===== src/rtl/rcp_pkg.sv =====
package rcp_pkg;

  // ****************************************
  // Timing
  // ****************************************
  localparam int unsigned CLK_HZ = 40_000_000;
  localparam int unsigned CLK_PER_MS = CLK_HZ / 1000;
  localparam int unsigned BAUD = 115_200;
  localparam int unsigned BAUD_DIV = CLK_HZ / BAUD;
  localparam int unsigned REPLY_MS = 20;
  localparam int unsigned HOLD_MS = 760;
  localparam int unsigned FR_WIN_MS = 2000;
  localparam int unsigned FR_PRESSES = 5;

  // ****************************************
  // Register map (byte offsets)
  // ****************************************
  localparam logic [7:0] A_CTRL = 8'h00;
  localparam logic [7:0] A_RX_PKT = 8'h04;
  localparam logic [7:0] A_PINS = 8'h08;
  localparam logic [7:0] A_ACK = 8'h0C;
  localparam logic [7:0] A_IRQ_STAT = 8'h10;
  localparam logic [7:0] A_IRQ_MASK = 8'h14;
  localparam logic [7:0] A_UART_TX = 8'h18;
  localparam logic [7:0] A_UART_RX = 8'h1C;

  // ****************************************
  // Fields and reset values
  // ****************************************
  localparam int unsigned CTRL_RX_ON = 0;
  localparam int unsigned CTRL_TX_ON = 1;
  localparam logic [1:0] CTRL_RST = 2'h0;
  localparam int unsigned PINS_DIR = 8;
  localparam int unsigned PINS_TOG = 16;
  localparam int unsigned PINS_PERMIT = 17;
  localparam int unsigned PINS_SLEEP = 18;
  localparam int unsigned IRQ_W = 5;
  localparam int unsigned EV_IN_RISE = 0;
  localparam int unsigned EV_ACK_DUE = 1;
  localparam int unsigned EV_PAIR = 2;
  localparam int unsigned EV_FACTORY = 3;
  localparam int unsigned EV_UART_RX = 4;
  localparam logic [IRQ_W-1:0] IRQ_RST = 5'h00;

  // ****************************************
  // Indicator flash timing (ms)
  // ****************************************
  localparam logic [10:0] IND_RX_ON = 11'h014;
  localparam logic [10:0] IND_RX_PER = 11'h3E8;
  localparam logic [10:0] IND_TX_ON = 11'h032;
  localparam logic [10:0] IND_TX_PER = 11'h064;
  localparam logic [10:0] IND_PAIR_ON = 11'h1F4;
  localparam logic [10:0] IND_PAIR_PER = 11'h3E8;

  typedef enum logic [2:0] {IND_OFF, IND_IDLE, IND_RX, IND_TX, IND_PAIR} rcp_ind_t;

endpackage


===== src/rtl/rcp_pins.sv =====
// Our own choices: the Avalon-MM interface to the registers and the register addresses.
`timescale 1ns/1ps
`default_nettype none
module rcp_pins
  import rcp_pkg::*;
#(
  parameter int unsigned P_CLK_PER_MS = rcp_pkg::CLK_PER_MS,
  parameter int unsigned P_BAUD_DIV = rcp_pkg::BAUD_DIV
) (
  input wire logic i_core_clk,
  input wire logic i_arst_n,
  input wire logic [7:0] i_avs_address,
  input wire logic i_avs_read,
  input wire logic i_avs_write,
  input wire logic [31:0] i_avs_writedata,
  output logic [31:0] o_avs_readdata,
  output logic o_avs_waitrequest,
  output logic o_irq,
  input wire logic [7:0] i_remote_status_lines,
  output logic [7:0] o_remote_status_lines,
  output logic [7:0] o_remote_status_lines_oe,
  input wire logic i_dir_sel_low_group,
  input wire logic i_dir_sel_high_group,
  input wire logic i_toggle_output_select,
  input wire logic i_sleep_request_n,
  input wire logic i_reply_permit,
  input wire logic i_pair_button,
  input wire logic i_cfg_serial_rx,
  output logic o_cfg_serial_tx,
  output logic o_rx_amp_enable,
  output logic o_tx_amp_enable,
  output logic o_activity_indicator,
  output logic o_reply_seen
);
  import rcp_pkg::*;

  // ****************************************
  // Pin synchronisers
  // ****************************************
  logic [14:0] pin_meta_r;
  logic [14:0] pin_sync_r;
  logic [7:0] in_s;
  logic dirl_s, dirh_s, tog_s, sleep_n_s, permit_s, pb_s, urx_s;

  always_ff @(posedge i_core_clk or negedge i_arst_n) begin
    if (!i_arst_n) begin
      pin_meta_r <= 15'h4000;
      pin_sync_r <= 15'h4000;
    end else begin
      pin_meta_r <= {i_cfg_serial_rx, i_sleep_request_n, i_reply_permit, i_pair_button,
                     i_toggle_output_select, i_dir_sel_high_group, i_dir_sel_low_group,
                     i_remote_status_lines};
      pin_sync_r <= pin_meta_r;
    end
  end

  assign in_s = pin_sync_r[7:0];
  assign dirl_s = pin_sync_r[8];
  assign dirh_s = pin_sync_r[9];
  assign tog_s = pin_sync_r[10];
  assign pb_s = pin_sync_r[11];
  assign permit_s = pin_sync_r[12];
  assign sleep_n_s = pin_sync_r[13];
  assign urx_s = pin_sync_r[14];

  // ****************************************
  // Millisecond enable
  // ****************************************
  logic [15:0] div_r, div_nxt;
  logic ms_tick;

  assign ms_tick = (div_r == 16'(P_CLK_PER_MS - 1));

  always_comb begin
    div_nxt = ms_tick ? 16'h0000 : div_r + 16'h0001;
  end

  // ****************************************
  // Register bus, one wait state
  // ****************************************
  logic ack_r, ack_nxt;
  logic [31:0] rdata_r, rdata_nxt;
  logic wr_en;
  logic [1:0] ctrl_r, ctrl_nxt;
  logic [IRQ_W-1:0] stat_r, stat_nxt, mask_r, mask_nxt;
  logic irq_r, irq_nxt;
  logic [IRQ_W-1:0] ev;
  logic [7:0] dir_r;
  logic tog_r;
  logic sleep;
  logic [4:0] reply_ms_r;
  logic utx_ready;
  logic [7:0] urx_data;
  logic urx_valid;
  logic utx_valid;

  function automatic logic hit(input logic [7:0] a, input logic [7:0] base);
    return a == base;
  endfunction

  assign sleep = !sleep_n_s;
  assign wr_en = i_avs_write && ack_r;
  assign utx_valid = wr_en && hit(i_avs_address, A_UART_TX);
  assign o_avs_waitrequest = (i_avs_read || i_avs_write) && !ack_r;

  always_comb begin
    ack_nxt = (i_avs_read || i_avs_write) && !ack_r;
    rdata_nxt = rdata_r;
    if (i_avs_read && !ack_r) begin
      case (i_avs_address)
        A_CTRL: rdata_nxt = {30'h0, ctrl_r};
        A_PINS: rdata_nxt = {13'h0, sleep, permit_s, tog_r, dir_r, in_s};
        A_ACK: rdata_nxt = {31'h0, reply_ms_r != 5'h00};
        A_IRQ_STAT: rdata_nxt = {27'h0, stat_r};
        A_IRQ_MASK: rdata_nxt = {27'h0, mask_r};
        A_UART_TX: rdata_nxt = {31'h0, utx_ready};
        A_UART_RX: rdata_nxt = {24'h0, urx_data};
        default: rdata_nxt = 32'h0000_0000;
      endcase
    end
    ctrl_nxt = ctrl_r;
    mask_nxt = mask_r;
    stat_nxt = stat_r;
    if (wr_en && hit(i_avs_address, A_CTRL)) begin
      ctrl_nxt = i_avs_writedata[1:0];
    end
    if (wr_en && hit(i_avs_address, A_IRQ_MASK)) begin
      mask_nxt = i_avs_writedata[IRQ_W-1:0];
    end
    if (wr_en && hit(i_avs_address, A_IRQ_STAT)) begin
      stat_nxt = stat_r & ~i_avs_writedata[IRQ_W-1:0];
    end
    stat_nxt = stat_nxt | ev;
    irq_nxt = |(stat_nxt & mask_nxt);
  end

  always_ff @(posedge i_core_clk or negedge i_arst_n) begin
    if (!i_arst_n) begin
      div_r <= 16'h0000;
      ack_r <= 1'b0;
      rdata_r <= 32'h0000_0000;
      ctrl_r <= CTRL_RST;
      stat_r <= IRQ_RST;
      mask_r <= IRQ_RST;
      irq_r <= 1'b0;
    end else begin
      div_r <= div_nxt;
      ack_r <= ack_nxt;
      rdata_r <= rdata_nxt;
      ctrl_r <= ctrl_nxt;
      stat_r <= stat_nxt;
      mask_r <= mask_nxt;
      irq_r <= irq_nxt;
    end
  end

  assign o_avs_readdata = rdata_r;
  assign o_irq = irq_r;

  // ****************************************
  // Status lines and straps
  // ****************************************
  logic [1:0] strap_cnt_r, strap_cnt_nxt;
  logic [7:0] dir_nxt;
  logic tog_nxt;
  logic [7:0] out_r, out_nxt, old_r, old_nxt, prev_in_r, prev_in_nxt, oe_r, oe_nxt;
  logic [9:0] hold_r, hold_nxt;
  logic [7:0] pkt;
  logic pkt_wr;

  assign pkt = i_avs_writedata[7:0];
  assign pkt_wr = wr_en && hit(i_avs_address, A_RX_PKT) && !sleep;

  always_comb begin
    strap_cnt_nxt = strap_cnt_r;
    dir_nxt = dir_r;
    tog_nxt = tog_r;
    // Straps pass the synchroniser first, so capture runs until its third edge
    if (strap_cnt_r != 2'h3) begin
      strap_cnt_nxt = strap_cnt_r + 2'h1;
      dir_nxt = {{4{dirh_s}}, {4{dirl_s}}};
      tog_nxt = tog_s;
    end
    out_nxt = out_r;
    old_nxt = old_r;
    hold_nxt = hold_r;
    if (pkt_wr) begin
      old_nxt = pkt;
      hold_nxt = 10'(HOLD_MS);
      if (tog_r) begin
        out_nxt = out_r ^ (pkt & ~old_r);
      end else begin
        out_nxt = pkt;
      end
    end else if (!tog_r && ms_tick && hold_r != 10'h000) begin
      hold_nxt = hold_r - 10'h001;
      if (hold_r == 10'h001) begin
        out_nxt = 8'h00;
      end
    end
    prev_in_nxt = in_s;
    oe_nxt = sleep ? 8'h00 : ~dir_nxt;
  end

  always_ff @(posedge i_core_clk or negedge i_arst_n) begin
    if (!i_arst_n) begin
      strap_cnt_r <= 2'h0;
      dir_r <= 8'hFF;
      tog_r <= 1'b0;
      out_r <= 8'h00;
      old_r <= 8'h00;
      hold_r <= 10'h000;
      prev_in_r <= 8'h00;
      oe_r <= 8'h00;
    end else begin
      strap_cnt_r <= strap_cnt_nxt;
      dir_r <= dir_nxt;
      tog_r <= tog_nxt;
      out_r <= out_nxt;
      old_r <= old_nxt;
      hold_r <= hold_nxt;
      prev_in_r <= prev_in_nxt;
      oe_r <= oe_nxt;
    end
  end

  assign o_remote_status_lines = out_r;
  assign o_remote_status_lines_oe = oe_r;

  // ****************************************
  // Pair button, reply and amplifiers
  // ****************************************
  logic pb_db_r, pb_db_nxt;
  logic [2:0] press_r, press_nxt;
  logic [10:0] win_r, win_nxt;
  logic [4:0] reply_ms_nxt;
  logic amp_rx_r, amp_rx_nxt, amp_tx_r, amp_tx_nxt;
  logic pb_rise, fr_hit;

  assign pb_rise = ms_tick && pb_s && !pb_db_r && !sleep;
  assign fr_hit = pb_rise && (press_r == 3'(FR_PRESSES - 1));

  always_comb begin
    pb_db_nxt = ms_tick ? pb_s : pb_db_r;
    press_nxt = press_r;
    win_nxt = win_r;
    if (pb_rise) begin
      win_nxt = 11'(FR_WIN_MS);
      press_nxt = fr_hit ? 3'h0 : press_r + 3'h1;
    end else if (ms_tick && win_r != 11'h000) begin
      win_nxt = win_r - 11'h001;
      if (win_r == 11'h001) begin
        press_nxt = 3'h0;
      end
    end
    reply_ms_nxt = reply_ms_r;
    if (wr_en && hit(i_avs_address, A_ACK) && i_avs_writedata[0] && !sleep) begin
      reply_ms_nxt = 5'(REPLY_MS);
    end else if (ms_tick && reply_ms_r != 5'h00) begin
      reply_ms_nxt = reply_ms_r - 5'h01;
    end
    amp_rx_nxt = ctrl_nxt[CTRL_RX_ON] && !sleep;
    amp_tx_nxt = ctrl_nxt[CTRL_TX_ON] && !sleep;
    ev = '0;
    ev[EV_IN_RISE] = |(in_s & ~prev_in_r & dir_r) && !sleep;
    ev[EV_ACK_DUE] = pkt_wr && permit_s;
    ev[EV_PAIR] = pb_rise;
    ev[EV_FACTORY] = fr_hit;
    ev[EV_UART_RX] = urx_valid && !sleep;
  end

  always_ff @(posedge i_core_clk or negedge i_arst_n) begin
    if (!i_arst_n) begin
      pb_db_r <= 1'b0;
      press_r <= 3'h0;
      win_r <= 11'h000;
      reply_ms_r <= 5'h00;
      amp_rx_r <= 1'b0;
      amp_tx_r <= 1'b0;
    end else begin
      pb_db_r <= pb_db_nxt;
      press_r <= press_nxt;
      win_r <= win_nxt;
      reply_ms_r <= reply_ms_nxt;
      amp_rx_r <= amp_rx_nxt;
      amp_tx_r <= amp_tx_nxt;
    end
  end

  assign o_rx_amp_enable = amp_rx_r;
  assign o_tx_amp_enable = amp_tx_r;
  assign o_reply_seen = reply_ms_r != 5'h00;

  // ****************************************
  // Activity indicator
  // ****************************************
  rcp_ind_t ind;
  logic [10:0] ind_on, ind_per;

  always_comb begin
    if (sleep) begin
      ind = IND_OFF;
    end else if (amp_tx_r) begin
      ind = IND_TX;
    end else if (stat_r[EV_PAIR]) begin
      ind = IND_PAIR;
    end else if (amp_rx_r) begin
      ind = IND_RX;
    end else begin
      ind = IND_IDLE;
    end
    case (ind)
      IND_TX: begin
        ind_on = IND_TX_ON;
        ind_per = IND_TX_PER;
      end
      IND_PAIR: begin
        ind_on = IND_PAIR_ON;
        ind_per = IND_PAIR_PER;
      end
      IND_RX: begin
        ind_on = IND_RX_ON;
        ind_per = IND_RX_PER;
      end
      default: begin
        ind_on = 11'h000;
        ind_per = 11'h000;
      end
    endcase
  end

  rcp_flash u_flash (
    .i_core_clk(i_core_clk),
    .i_arst_n(i_arst_n),
    .i_ms_tick(ms_tick),
    .i_on_ms(ind_on),
    .i_per_ms(ind_per),
    .o_led(o_activity_indicator)
  );

  // ****************************************
  // Serial configuration port
  // ****************************************
  rcp_uart #(
    .P_DIV(P_BAUD_DIV)
  ) u_uart (
    .i_core_clk(i_core_clk),
    .i_arst_n(i_arst_n),
    .i_tx_valid(utx_valid),
    .i_tx_data(i_avs_writedata[7:0]),
    .o_tx_ready(utx_ready),
    .o_tx(o_cfg_serial_tx),
    .i_rx(urx_s),
    .o_rx_valid(urx_valid),
    .o_rx_data(urx_data)
  );
endmodule
`default_nettype wire


===== src/rtl/rcp_flash.sv =====
`timescale 1ns/1ps
`default_nettype none
module rcp_flash (
  input wire logic i_core_clk,
  input wire logic i_arst_n,
  input wire logic i_ms_tick,
  input wire logic [10:0] i_on_ms,
  input wire logic [10:0] i_per_ms,
  output logic o_led
);
  logic [10:0] cnt_r;
  logic [10:0] cnt_nxt;
  logic led_r;
  logic led_nxt;

  always_comb begin
    cnt_nxt = cnt_r;
    if (i_ms_tick) begin
      cnt_nxt = (cnt_r + 11'h001 >= i_per_ms) ? 11'h000 : cnt_r + 11'h001;
    end
    led_nxt = (i_per_ms != 11'h000) && (cnt_nxt < i_on_ms);
  end

  always_ff @(posedge i_core_clk or negedge i_arst_n) begin
    if (!i_arst_n) begin
      cnt_r <= 11'h000;
      led_r <= 1'b0;
    end else begin
      cnt_r <= cnt_nxt;
      led_r <= led_nxt;
    end
  end

  assign o_led = led_r;
endmodule
`default_nettype wire


===== src/rtl/rcp_uart.sv =====
`timescale 1ns/1ps
`default_nettype none
module rcp_uart #(
  parameter int unsigned P_DIV = 347
) (
  input wire logic i_core_clk,
  input wire logic i_arst_n,
  input wire logic i_tx_valid,
  input wire logic [7:0] i_tx_data,
  output logic o_tx_ready,
  output logic o_tx,
  input wire logic i_rx,
  output logic o_rx_valid,
  output logic [7:0] o_rx_data
);
  logic [9:0] tsh_r, tsh_nxt, rsh_r, rsh_nxt;
  logic [3:0] tcnt_r, tcnt_nxt, rcnt_r, rcnt_nxt;
  logic [15:0] tdiv_r, tdiv_nxt, rdiv_r, rdiv_nxt;
  logic rval_r, rval_nxt;
  logic [7:0] rdat_r, rdat_nxt;

  // ****************************************
  // Transmitter, 8N1, idle high
  // ****************************************
  always_comb begin
    tsh_nxt = tsh_r;
    tcnt_nxt = tcnt_r;
    tdiv_nxt = tdiv_r;
    if (tcnt_r == 4'h0) begin
      if (i_tx_valid) begin
        tsh_nxt = {1'b1, i_tx_data, 1'b0};
        tcnt_nxt = 4'hA;
        tdiv_nxt = 16'h0000;
      end
    end else if (tdiv_r == 16'(P_DIV - 1)) begin
      tdiv_nxt = 16'h0000;
      tsh_nxt = {1'b1, tsh_r[9:1]};
      tcnt_nxt = tcnt_r - 4'h1;
    end else begin
      tdiv_nxt = tdiv_r + 16'h0001;
    end
  end

  // ****************************************
  // Receiver, samples mid-bit
  // ****************************************
  always_comb begin
    rsh_nxt = rsh_r;
    rcnt_nxt = rcnt_r;
    rdiv_nxt = rdiv_r;
    rval_nxt = 1'b0;
    rdat_nxt = rdat_r;
    if (rcnt_r == 4'h0) begin
      if (!i_rx) begin
        rcnt_nxt = 4'hA;
        rdiv_nxt = 16'(P_DIV / 2);
      end
    end else if (rdiv_r == 16'h0000) begin
      rdiv_nxt = 16'(P_DIV - 1);
      rsh_nxt = {i_rx, rsh_r[9:1]};
      rcnt_nxt = rcnt_r - 4'h1;
      if (rcnt_r == 4'h1 && !rsh_nxt[0] && i_rx) begin
        rval_nxt = 1'b1;
        rdat_nxt = rsh_nxt[8:1];
      end
    end else begin
      rdiv_nxt = rdiv_r - 16'h0001;
    end
  end

  always_ff @(posedge i_core_clk or negedge i_arst_n) begin
    if (!i_arst_n) begin
      tsh_r <= 10'h3FF;
      tcnt_r <= 4'h0;
      tdiv_r <= 16'h0000;
      rsh_r <= 10'h3FF;
      rcnt_r <= 4'h0;
      rdiv_r <= 16'h0000;
      rval_r <= 1'b0;
      rdat_r <= 8'h00;
    end else begin
      tsh_r <= tsh_nxt;
      tcnt_r <= tcnt_nxt;
      tdiv_r <= tdiv_nxt;
      rsh_r <= rsh_nxt;
      rcnt_r <= rcnt_nxt;
      rdiv_r <= rdiv_nxt;
      rval_r <= rval_nxt;
      rdat_r <= rdat_nxt;
    end
  end

  assign o_tx_ready = (tcnt_r == 4'h0);
  assign o_tx = tsh_r[0];
  assign o_rx_valid = rval_r;
  assign o_rx_data = rdat_r;
endmodule
`default_nettype wire


===== config.mk =====
export PLATFORM = sky130hd
export DESIGN_NAME = rcp_pins
export DESIGN_NICKNAME = d
export VERILOG_FILES = /design/src/rtl/rcp_pkg.sv /design/src/rtl/rcp_pins.sv /design/src/rtl/rcp_flash.sv /design/src/rtl/rcp_uart.sv
export SDC_FILE = /design/constraint.sdc
export NUM_CORES = 1
export LEC_CHECK = 0
export BUFFER_PORTS_ARGS = -buffer_cell sky130_fd_sc_hd__buf_2
export CAP_MARGIN = 20
export CORE_MARGIN = 1.5
export CORE_UTILIZATION = 65
export CTS_BUF_LIST = sky130_fd_sc_hd__clkbuf_2
export CTS_CLUSTER_SIZE = 25
export DETAILED_ROUTE_END_ITERATION = 16
export PLACE_DENSITY = 0.95
export SLEW_MARGIN = 10
export SYNTH_ARGS = -nofsm -noshare
export SYNTH_HDL_FRONTEND = slang
export SYNTH_SLANG_ARGS = --single-unit
export TNS_END_PERCENT = 100

===== constraint.sdc =====
create_clock -name i_core_clk -period 7.7 [get_ports i_core_clk]
set_input_delay 1.155 -clock i_core_clk [delete_from_list [all_inputs] [get_ports i_core_clk]]
set_output_delay 1.155 -clock i_core_clk [all_outputs]
set_load 0.005 [all_outputs]

Word-level counts from Yosys, hierarchy flattened

Cells that the tools add are included.

Add/sub/neg operators: 11
Multiply operators: 0
Div/mod/pow operators: 0
$lt $le $gt $ge: 2
Equality and inequality tests: 19
Shift-type cells: 0
Multiplexer cells: 47
Bitwise operators: 12
Reduce and logical (&&, ||, !) cells: 58

Operators by type and width:

| operator                | number |
|---|---|
| $pmux W19 S7            | 1 |
| $mux W16                | 7 |
| $mux W10                | 5 |
| $mux W8                 | 6 |
| $mux W11                | 4 |
| $add A16 B1 Y16 const B | 2 |
| $eq A8 B5 Y1 const B    | 4 |
| $logic_and A1 B1 Y1     | 28 |
| $pmux W9 S3             | 1 |
| $and A8 B8 Y8           | 3 |
| $mux W4                 | 6 |
| $not A8 Y8              | 3 |
| $reduce_bool A11 Y1     | 2 |
| $mux W3                 | 7 |
| $mux W5                 | 4 |
| $pmux W10 S2            | 1 |
| $eq A16 B16 Y1 const B  | 1 |
| $eq A16 B9 Y1 const B   | 1 |
| $eq A8 B4 Y1 const B    | 2 |
| $logic_not A16 Y1       | 1 |
| $sub A16 B1 Y16 const B | 1 |
| $reduce_bool A2 Y1      | 7 |
| $add A11 B1 Y11 const B | 1 |
| $eq A11 B1 Y1 const B   | 1 |
| other kinds (33)        | 50 |

Bits in registers: 248
Bits in latches: 0
Memory bits (writable): 0
ROM bits: 0
Input port bits: 59
Output and inout port bits: 55
Word-level logic and storage cells: 182
Memories kept: 0

Depth between registers and ports, before layout

Gate-level depths: netlist of the first run.

Depth in word-level cells: 12
Depth in mapped cells: 17
Gate-level depth less buffers: 17

Modules after synthesis

A second synthesis of the first run with hierarchy kept.

Cell total of the unflattened synthesis: 1090
Area total of the unflattened synthesis: 11232.0 µm²

By module, submodules not included:

| module    | times used | cells each | area an instance (µm²) | seq. area each (µm²) |
|---|---|---|---|---|
| rcp_pins  | 1          | 614        | 6626.4                 | 3866.2 |
| rcp_uart  | 1          | 336        | 3359.5                 | 1699.1 |
| rcp_flash | 1          | 140        | 1246.2                 | 300.3 |

Least setup slack after synthesis of the first run

OpenSTA, ideal clock, no wires.

Path type: flip-flop to flip-flop
Start point: register u_flash.cnt_r[1]
End point: register u_flash.led_r (netlist: u_flash.o_led)
Library setup time: 65 ps
Arrival time: 3651 ps
Data required time: 7635 ps
Slack: 3983 ps
Stages on the path, launching flop included: 17
Path buffers: 0
Period minus slack after synthesis: 3717 ps
Cell sequence: dfrtp_1 > ha_1 > nand3_1 > nor2_1 > and3_1 > xor2_1 > ha_1 > and3_1 > a221oi_1 > nand3_1 > nor3_1 > a22o_1 > ha_1 > a2111o_1 > a21oi_1 > o211a_1 > o211a_1

Word-level cells in the longest chain between the ends: 6

Ends and longest elaborated chain:

| item                         | line            | text |
|---|---|---|
| from (decl)                  | rcp_flash.sv:11 | `logic [10:0] cnt_r;` |
| from (signal assigned)       | rcp_flash.sv:29 | `cnt_r <= cnt_nxt;` |
| $add A11 B1 Y11 (*)          | rcp_flash.sv:19 | `cnt_nxt = (cnt_r + 11'h001 >= i_per_ms) ? 11'h000 : cnt_r + 11'h001;` |
| $ge A11 B10 Y1               | rcp_flash.sv:19 |  |
| $mux W11 (*)                 | rcp_flash.sv:19 |  |
| $mux W11 (*)                 | rcp_flash.sv:18 | `if (i_ms_tick) begin` |
| named net u_flash.cnt_nxt[6] | rcp_flash.sv:12 | `logic [10:0] cnt_nxt;` |
| $lt A11 B9 Y1 (*)            | rcp_flash.sv:21 | `led_nxt = (i_per_ms != 11'h000) && (cnt_nxt < i_on_ms);` |
| $logic_and A1 B1 Y1 (*)      | rcp_flash.sv:21 |  |
| named net u_flash.led_nxt    | rcp_flash.sv:14 | `logic led_nxt;` |
| to (signal assigned)         | rcp_flash.sv:30 | `led_r <= led_nxt;` |
| to (decl)                    | rcp_flash.sv:13 | `logic led_r;` |

Mark *: on every way through the listed nets, which the timed path passes. The rest lies on a longest branch.
A chain may end at the register's enable or synchronous reset.

Worst setup path after layout of the first run

Ends and elaborated chain as after synthesis.

==> impl_metrics.tcl, run 1 <==
set metrics [dict create \
    fin_crit_sh 0.583 \
    viasPerCell 6.22 \
    cp_cell_sequence "ha_1, nand3_1, nor2_1, and3_1, xor2_1, ha_1, and3_1, a221oi_1, nand3_1, nor3_1, a22o_1, ha_1, a2111o_1, a21oi_1, o211a_1, o211a_1" \
    r2r_slack_ns 3.21 \
    slew_viol_final 0 \
    wl_per_cell_um 18.0 \
    cts_buffers 56 \
    synthesis.area_mm2 0.0110 \
    grt_max_degree 150 \
    hold_depth 0 \
    port_buffers 76 \
    wirelength_um 25500 \
    ys.flop_type "dfrtp_1" \
    synth-edff-count 0 \
    hold_start "pin_meta_r[13]$_DFF_PN0_" \
    path_max_fanout 6 \
    post-dp-hpwl_um 17200 \
    clkTransAtPathRegs_ns 0.12 \
    worstSetupPathType "flop to flop" \
    synthCells 1040 \
    dp.cells 1317 \
    gp_congestion 0.928 \
    first_pass_iters 5 \
    timing.rr.end "u_flash.o_led$_DFF_PN0_" \
    dieArea_mm2 0.0177 \
    die-width_um 133 \
    vias 8817 \
    rsz0062_at_grt "false" \
    grtUsageTotal 0.292 \
    synthSimpleGateAreaFrac 0.195 \
    vdd_drop_max_uv 151 \
    areaGrowthSynthToFinish_pct 10.0 \
    nFillCells 1129 \
    ant_nets 0 \
    drc 0 \
    synth-adder-area-share 0.0364 \
    min_period_ns 4.49 \
    holdWs_ns 0.353 \
    r2r_cells 16 \
    initial_utilization 0.663 \
    ys_seq_area_frac 0.533 \
    setup_violations 0 \
    cpPeakStageDelay_ns 0.62 \
    fin_skew_ns 0.0762 \
    drt_iter0_drc 746 \
    synth_seq_cells 233 \
    p_leak_nw 5.87 \
    root_buffer "clkbuf_2" \
    cp_common_cell "ha_1" \
    min_path_type "flop to flop" \
    yosysTopAreaCell "dfrtp_1" \
    grt_pass1_wl_um 41900 \
    antenna_found_initial 0 \
    htree_num_levels 2 \
    num_rows 47 \
    clock.fmax_mhz 223 \
    cts-resized-gates 0 \
    synthTopCellsByCount "dfrtp_1 (205), nand2_1 (130), nor2_1 (79)" \
    coreArea_mm2 0.0166 \
    setup_tns_ns 0 \
    cts.sinks 233 \
    die_h_um 133 \
    hold_viol_final 0 \
    slowest_stage "nor3_1" \
    final_area_mm2 0.0121 \
    outcome "completed" \
    clk_latency_ns 0.87 \
    grt_pass1_vias 8761 \
    post_cts_buffers 0 \
    start_kind "flop" \
    finalPower_mw 2.15 \
    synth_mux_area_frac 0.0419 \
    yosysMostFrequentCell "dfrtp_1" \
    synthArstFlopShare 1.00 \
    arrival_ns 5.29 \
    synth_xor_area_frac 0.0334 \
    r2r_start "u_flash.cnt_r[1]$_DFF_PN0_" \
    synth_top_area_frac 0.466 \
    yosys-top-cells-area "dfrtp_1 (47%), dfstp_2 (6.7%), nand2_1 (4.4%)" \
    synth-compound-area-share 0.133 \
    drive_above_1_share 0.212 \
    layout.nets 1247 \
    yosysWarningCount 0 \
    synth.avg_cell_area_um2 10.6 \
    diodes 0 \
    power_density_mw_per_mm2 177 \
    synth_top_family_by_area "simple AND/OR/NAND/NOR gates" \
    maxCapViolations 0 \
    cp-end-kind "flop" \
    ctsLongestPathBuffers 3 \
    required_ns 8.51 \
    relSlewSlack 0.273 \
    cts_tree "built" \
    place_area_mm2 0.0116 \
    whs_endpoint "pin_sync_r[13]$_DFF_PN0_" \
    io_pins 114 \
    worst_slew_pin_slew_ns 1.09 \
    fin_cells 1418 \
    synth.distinct_cells 77 \
    overflow 0 \
    cts.hold.buffers_added 0 \
]
[worst max-delay path: cells and delay by family, from the launching register on]
| kind | cells | cell delay [ns] |
|---|---|---|
| fa+ha+maj | 3 | 0.76 |
| xor+xnor | 1 | 0.22 |
| simple gates | 6 | 1.54 |
| compound gates | 6 | 1.48 |
| flops | 1 | 0.45 |
[through the flow]
step                       util  worst slack (ns)
after floorplan               -              3.98
after global placement    0.698              3.51
after detailed placement  0.698              3.34
after CTS                 0.728              3.32
after global routing      0.730              2.99
final                     0.730              3.21
[worst max path at each step]
stage | from | to | slack, ns | depth (start not counted)
3_3_place_gp | u_flash.cnt_r[1]$_DFF_PN0_ | u_flash.o_led$_DFF_PN0_ | 3.51 | 16
6_report | u_flash.cnt_r[1]$_DFF_PN0_ | u_flash.o_led$_DFF_PN0_ | 3.21 | 16
3_5_place_dp | u_flash.cnt_r[1]$_DFF_PN0_ | u_flash.o_led$_DFF_PN0_ | 3.34 | 16
5_1_grt | u_flash.cnt_r[0]$_DFFE_PN0N_ | u_flash.o_led$_DFF_PN0_ | 2.99 | 16
4_1_cts | u_flash.cnt_r[1]$_DFF_PN0_ | u_flash.o_led$_DFF_PN0_ | 3.32 | 16
2_1_floorplan | u_flash.cnt_r[1]$_DFF_PN0_ | u_flash.o_led$_DFF_PN0_ | 3.98 | 16
[sequential cells by signal (all words and copies together), names as in the netlist, 3 cells and up]
signal and flops:
stat_r 5, u_uart.o_rx_data 8, o_remote_status_lines_oe 8, dir_r 8
prev_in_r 8, hold_r 10, u_uart.tcnt_r 4, u_uart.rdiv_r 16
u_flash.cnt_r 11, mask_r 5, pin_meta_r 15, div_r 16
pin_sync_r 15, u_uart.tdiv_r 16, win_r 11, u_uart.rsh_r 9
press_r 3, o_avs_readdata 19, u_uart.rcnt_r 4, old_r 8
o_remote_status_lines 8, reply_ms_r 5, u_uart.tsh_r 9
[routing by layer]
metal,share of wire,vias to the layer above,wire length [um],global-route usage
met5,0,-,0,0
met1,0.40,4336,10300,0.378
met2,0.49,402,12500,0.477
li1,-,3997,-,-
met3,0.071,82,1820,0.0613
met4,0.035,0,885,0.136
[logic make-up (layout without fill, tap and decap cells)]
group / Yosys count / count (layout)
adders and majority gates: 32 / 32
AOI/OAI and AO/OA: 212 / 212
muxes: 41 / 41
buffers and inverters: 63 / 209
other: 1 / 13
and+or+nand+nor: 416 / 416
xor gates and xnor gates: 42 / 42
DFF: 233 / 233
[layout by cell type (no fill, tap or decap), types with 12 or more instances in the layout]
cell type	instances
nand2b_1	15
dfstp_2	28
and2_1	12
buf_2	75
o31ai_1	13
conb_1	13
a22o_1	34
o21ai_0	61
inv_1	25
ha_1	32
nand4_1	17
dfrtp_1	205
nor3_1	24
xor2_1	19
nand3_1	40
xnor2_1	23
and3_1	22
nor2_1	79
a21oi_1	25
nand2_1	130
clkbuf_2	84
a21o_1	18
mux2_2	29
[power breakdown]
part	switching (mW)	total [mW]	internal, mW
clock network	0.502	0.794	0.292
logic	0.0635	0.0923	0.0288
registers	0.0154	1.26	1.25
[final cells by class]
class | count | area (um^2) | share of cell area
multi-input cells | 756 | 4900 | 0.405
inverters | 25 | 93.8 | 0.00775
clock buffers | 84 | 420 | 0.0347
repair buffers | 84 | 470 | 0.0389
clock inverters | 16 | 75.1 | 0.00620
flip-flops and latches | 233 | 5870 | 0.485
well taps | 220 | 275 | 0.0227
Note: power is estimated with default switching activity, not from simulation.
==> inputs of run 2 (changes only) <==
--- a/config.mk
+++ b/config.mk
@@ -8,11 +8,11 @@
 export BUFFER_PORTS_ARGS = -buffer_cell sky130_fd_sc_hd__buf_2
 export CAP_MARGIN = 20
 export CORE_MARGIN = 1.5
-export CORE_UTILIZATION = 65
+export CORE_UTILIZATION = 61
 export CTS_BUF_LIST = sky130_fd_sc_hd__clkbuf_2
 export CTS_CLUSTER_SIZE = 25
 export DETAILED_ROUTE_END_ITERATION = 16
-export PLACE_DENSITY = 0.95
+export PLACE_DENSITY = 0.93
 export SLEW_MARGIN = 10
 export SYNTH_ARGS = -nofsm -noshare
 export SYNTH_HDL_FRONTEND = slang
==> constraint.sdc (replaced) <==
create_clock -name i_core_clk -period 4.65 [get_ports i_core_clk]
set_input_delay 0.6975 -clock i_core_clk [delete_from_list [all_inputs] [get_ports i_core_clk]]
set_output_delay 0.6975 -clock i_core_clk [all_outputs]
set_load 0.005 [all_outputs]
==> run 2 against run 1 <==
Net effect: clock skew is 0.017 ns lower; sequential power is 66% higher; wire length is 2.0% higher; utilization is 2.5 points lower; first-iteration DRC count is 13% higher; final area is 1.8% higher; clock power is 76% higher; highest routed layer unchanged; largest cell class unchanged; critical path type unchanged; critical endpoint unchanged; critical path depth stayed put; die area is 6.4% higher; global-route usage is 0.58 points lower.
==> impl_metrics.tcl, run 2 (same netlist as run 1, synthesis figures left out) <==
set metrics [dict create \
    outcome "completed" \
    port_buffers 76 \
    timing.rr.end "u_flash.o_led$_DFF_PN0_" \
    drc 0 \
    slew_viol_final 0 \
    overflow 0 \
    register_area_mm2 0.00587 \
    layout.nets 1266 \
    use_met2 0.475 \
    nFillCells 1191 \
    drive_above_1_share 0.214 \
    cp-end-kind "flop" \
    min_path_type "input pin to flop" \
    finalPower_mw 3.65 \
    cp_cell_sequence "ha_1, nand3_1, nor2_1, and3_1, xor2_1, ha_1, and3_1, a221oi_1, nand3_1, nor3_1, a22o_1, ha_1, a2111o_1, a21oi_1, o211a_1, o211a_1" \
    clk_latency_ns 0.88 \
    r2r_start "u_flash.cnt_r[0]$_DFFE_PN0N_" \
    initial_utilization 0.630 \
    wl_per_cell_um 18.0 \
    power_density_mw_per_mm2 296 \
    busiest_layer "met2" \
    htree_num_levels 2 \
    first_pass_iters 5 \
    crit_path_end "u_flash.o_led$_DFF_PN0_" \
    die_h_um 137 \
    hold_viol_final 0 \
    start_kind "flop" \
    fin_skew_ns 0.0590 \
    post-dp-hpwl_um 17400 \
    p_leak_nw 5.98 \
    ant_nets 0 \
    slowest_stage "dfrtp_1" \
    vdd_drop_max_uv 290 \
    multi_input_area_mm2 0.00490 \
    required_ns 5.44 \
    fin_crit_sh 0.868 \
    coreArea_mm2 0.0175 \
    relSlewSlack 0.300 \
    rsz0062_at_grt "false" \
    setup_tns_ns 0 \
    crit_start "u_flash.cnt_r[0]$_DFFE_PN0N_" \
    layout_common_cells "dfrtp_1 (205), nand2_1 (130), clkbuf_2 (89), nor2_1 (79), buf_2 (75)" \
    viasPerCell 6.10 \
    final_common_cell "dfrtp_1" \
    gr-usage-met1 0.357 \
    arrival_ns 4.83 \
    cts_tree "built" \
    cpPeakStageDelay_ns 0.45 \
    post_cts_buffers 0 \
    drt_iter0_drc 842 \
    dieArea_mm2 0.0188 \
    die-width_um 137 \
    setup_violations 0 \
    grtUsageTotal 0.286 \
    antenna_found_initial 1 \
    grt_pass1_vias 8995 \
    wirelength_um 26000 \
    worstSetupPathType "flop to flop" \
    ctsLongestPathBuffers 3 \
    cp_common_cell "ha_1" \
    root_buffer "clkbuf_2" \
    grt_pass1_wl_um 42400 \
    gp_congestion 0.902 \
    io_pins 114 \
    largest_reg_flops 19 \
    cts_buffers 56 \
    maxCapViolations 0 \
    r2r_cells 16 \
    areaGrowthSynthToFinish_pct 12.0 \
    clock.fmax_mhz 248 \
    num_rows 48 \
    use_met3 0.0581 \
    grt_max_degree 124 \
    r2r_slack_ns 0.61 \
    clkTransAtPathRegs_ns 0.10 \
    path_max_fanout 6 \
    vias 8820 \
    worst_slew_pin_slew_ns 1.05 \
    min_period_ns 4.04 \
    cts.sinks 233 \
]
[run 2: cell count changes in the layout (fill, tap and decap cells not counted), sizes merged]
| cell | change |
|---|---|
| clkinv | -2 |
| clkinvlp | -2 |
| diode | +1 |
| clkbuf | +5 |
| dlygate4sd3 | +16 |
| inv | +2 |
| bufinv | +1 |
| buf | +2 |
[run 2: area by class of cell]
type	count	area share
antenna	1	0.000203
inverter	25	0.00761
clock inverter	15	0.00771
sequential	233	0.476
multi-input combinational	756	0.398
tap	225	0.0228
clock buffer	88	0.0357
timing repair buffer	103	0.0522
[run 2: worst min path at each step]
stage / startpoint / endpoint / slack (ns) / depth (start not counted)
6_report: i_avs_writedata[5] / u_uart.tsh_r[6]$_DFFE_PN1P_ / 0.11 / 3
5_1_grt: i_avs_read / ack_r$_DFF_PN0_ / 0.07 / 3
2_1_floorplan: pin_meta_r[0]$_DFF_PN0_ / pin_sync_r[0]$_DFF_PN0_ / 0.33 / 0
4_1_cts: i_avs_read / ack_r$_DFF_PN0_ / 0.04 / 3
3_3_place_gp: pin_meta_r[6]$_DFF_PN0_ / pin_sync_r[6]$_DFF_PN0_ / 0.33 / 0
3_5_place_dp: pin_meta_r[8]$_DFF_PN0_ / pin_sync_r[8]$_DFF_PN0_ / 0.34 / 0
[run 2: what timing repair did]
action,in CTS,in global routing
hold endpoints to repair,126,0
hold buffers,16,0
resized for setup,0,0
[run 2: routing by layer]
metal  vias to the layer above  wire [um]
met5                         -          0
met4                         0        987
met3                        87       1670
met2                       392      12900
met1                      4294      10500
li1                       4047          -
[run 2: power breakdown]
| group | total, mW | internal [mW] | leakage [nW] | switching (mW) |
|---|---|---|---|---|
| sequential | 2.09 | 2.06 | 2.87 | 0.0259 |
| clock | 1.40 | 0.563 | 0.412 | 0.841 |
| combinational | 0.162 | 0.0557 | 2.70 | 0.106 |
| total | 3.65 | 2.68 | 5.98 | 0.974 |
[run 2: metrics by stage]
stage	area, um^2	hold slack (ns)	setup WS, ns	util	std cells
2_1_floorplan	11000	0.331	0.933	-	1052
3_3_place_gp	11600	0.334	0.788	0.665	1325
3_5_place_dp	11600	0.336	0.677	0.665	1325
4_1_cts	12300	0.0424	0.632	0.705	1444
5_1_grt	12300	0.0749	0.279	0.705	1445
6_report	12300	0.106	0.614	0.705	1446
[run 2: critical path, delay by kind of cell, from the launching register on]
family | cells | cell delay [ns]
AO/OA/AOI/OAI | 6 | 1.41
adder cells (fa/ha/maj) | 3 | 0.77
XOR/XNOR | 1 | 0.21
AND/OR/NAND/NOR | 6 | 1.15
flip-flops | 1 | 0.45
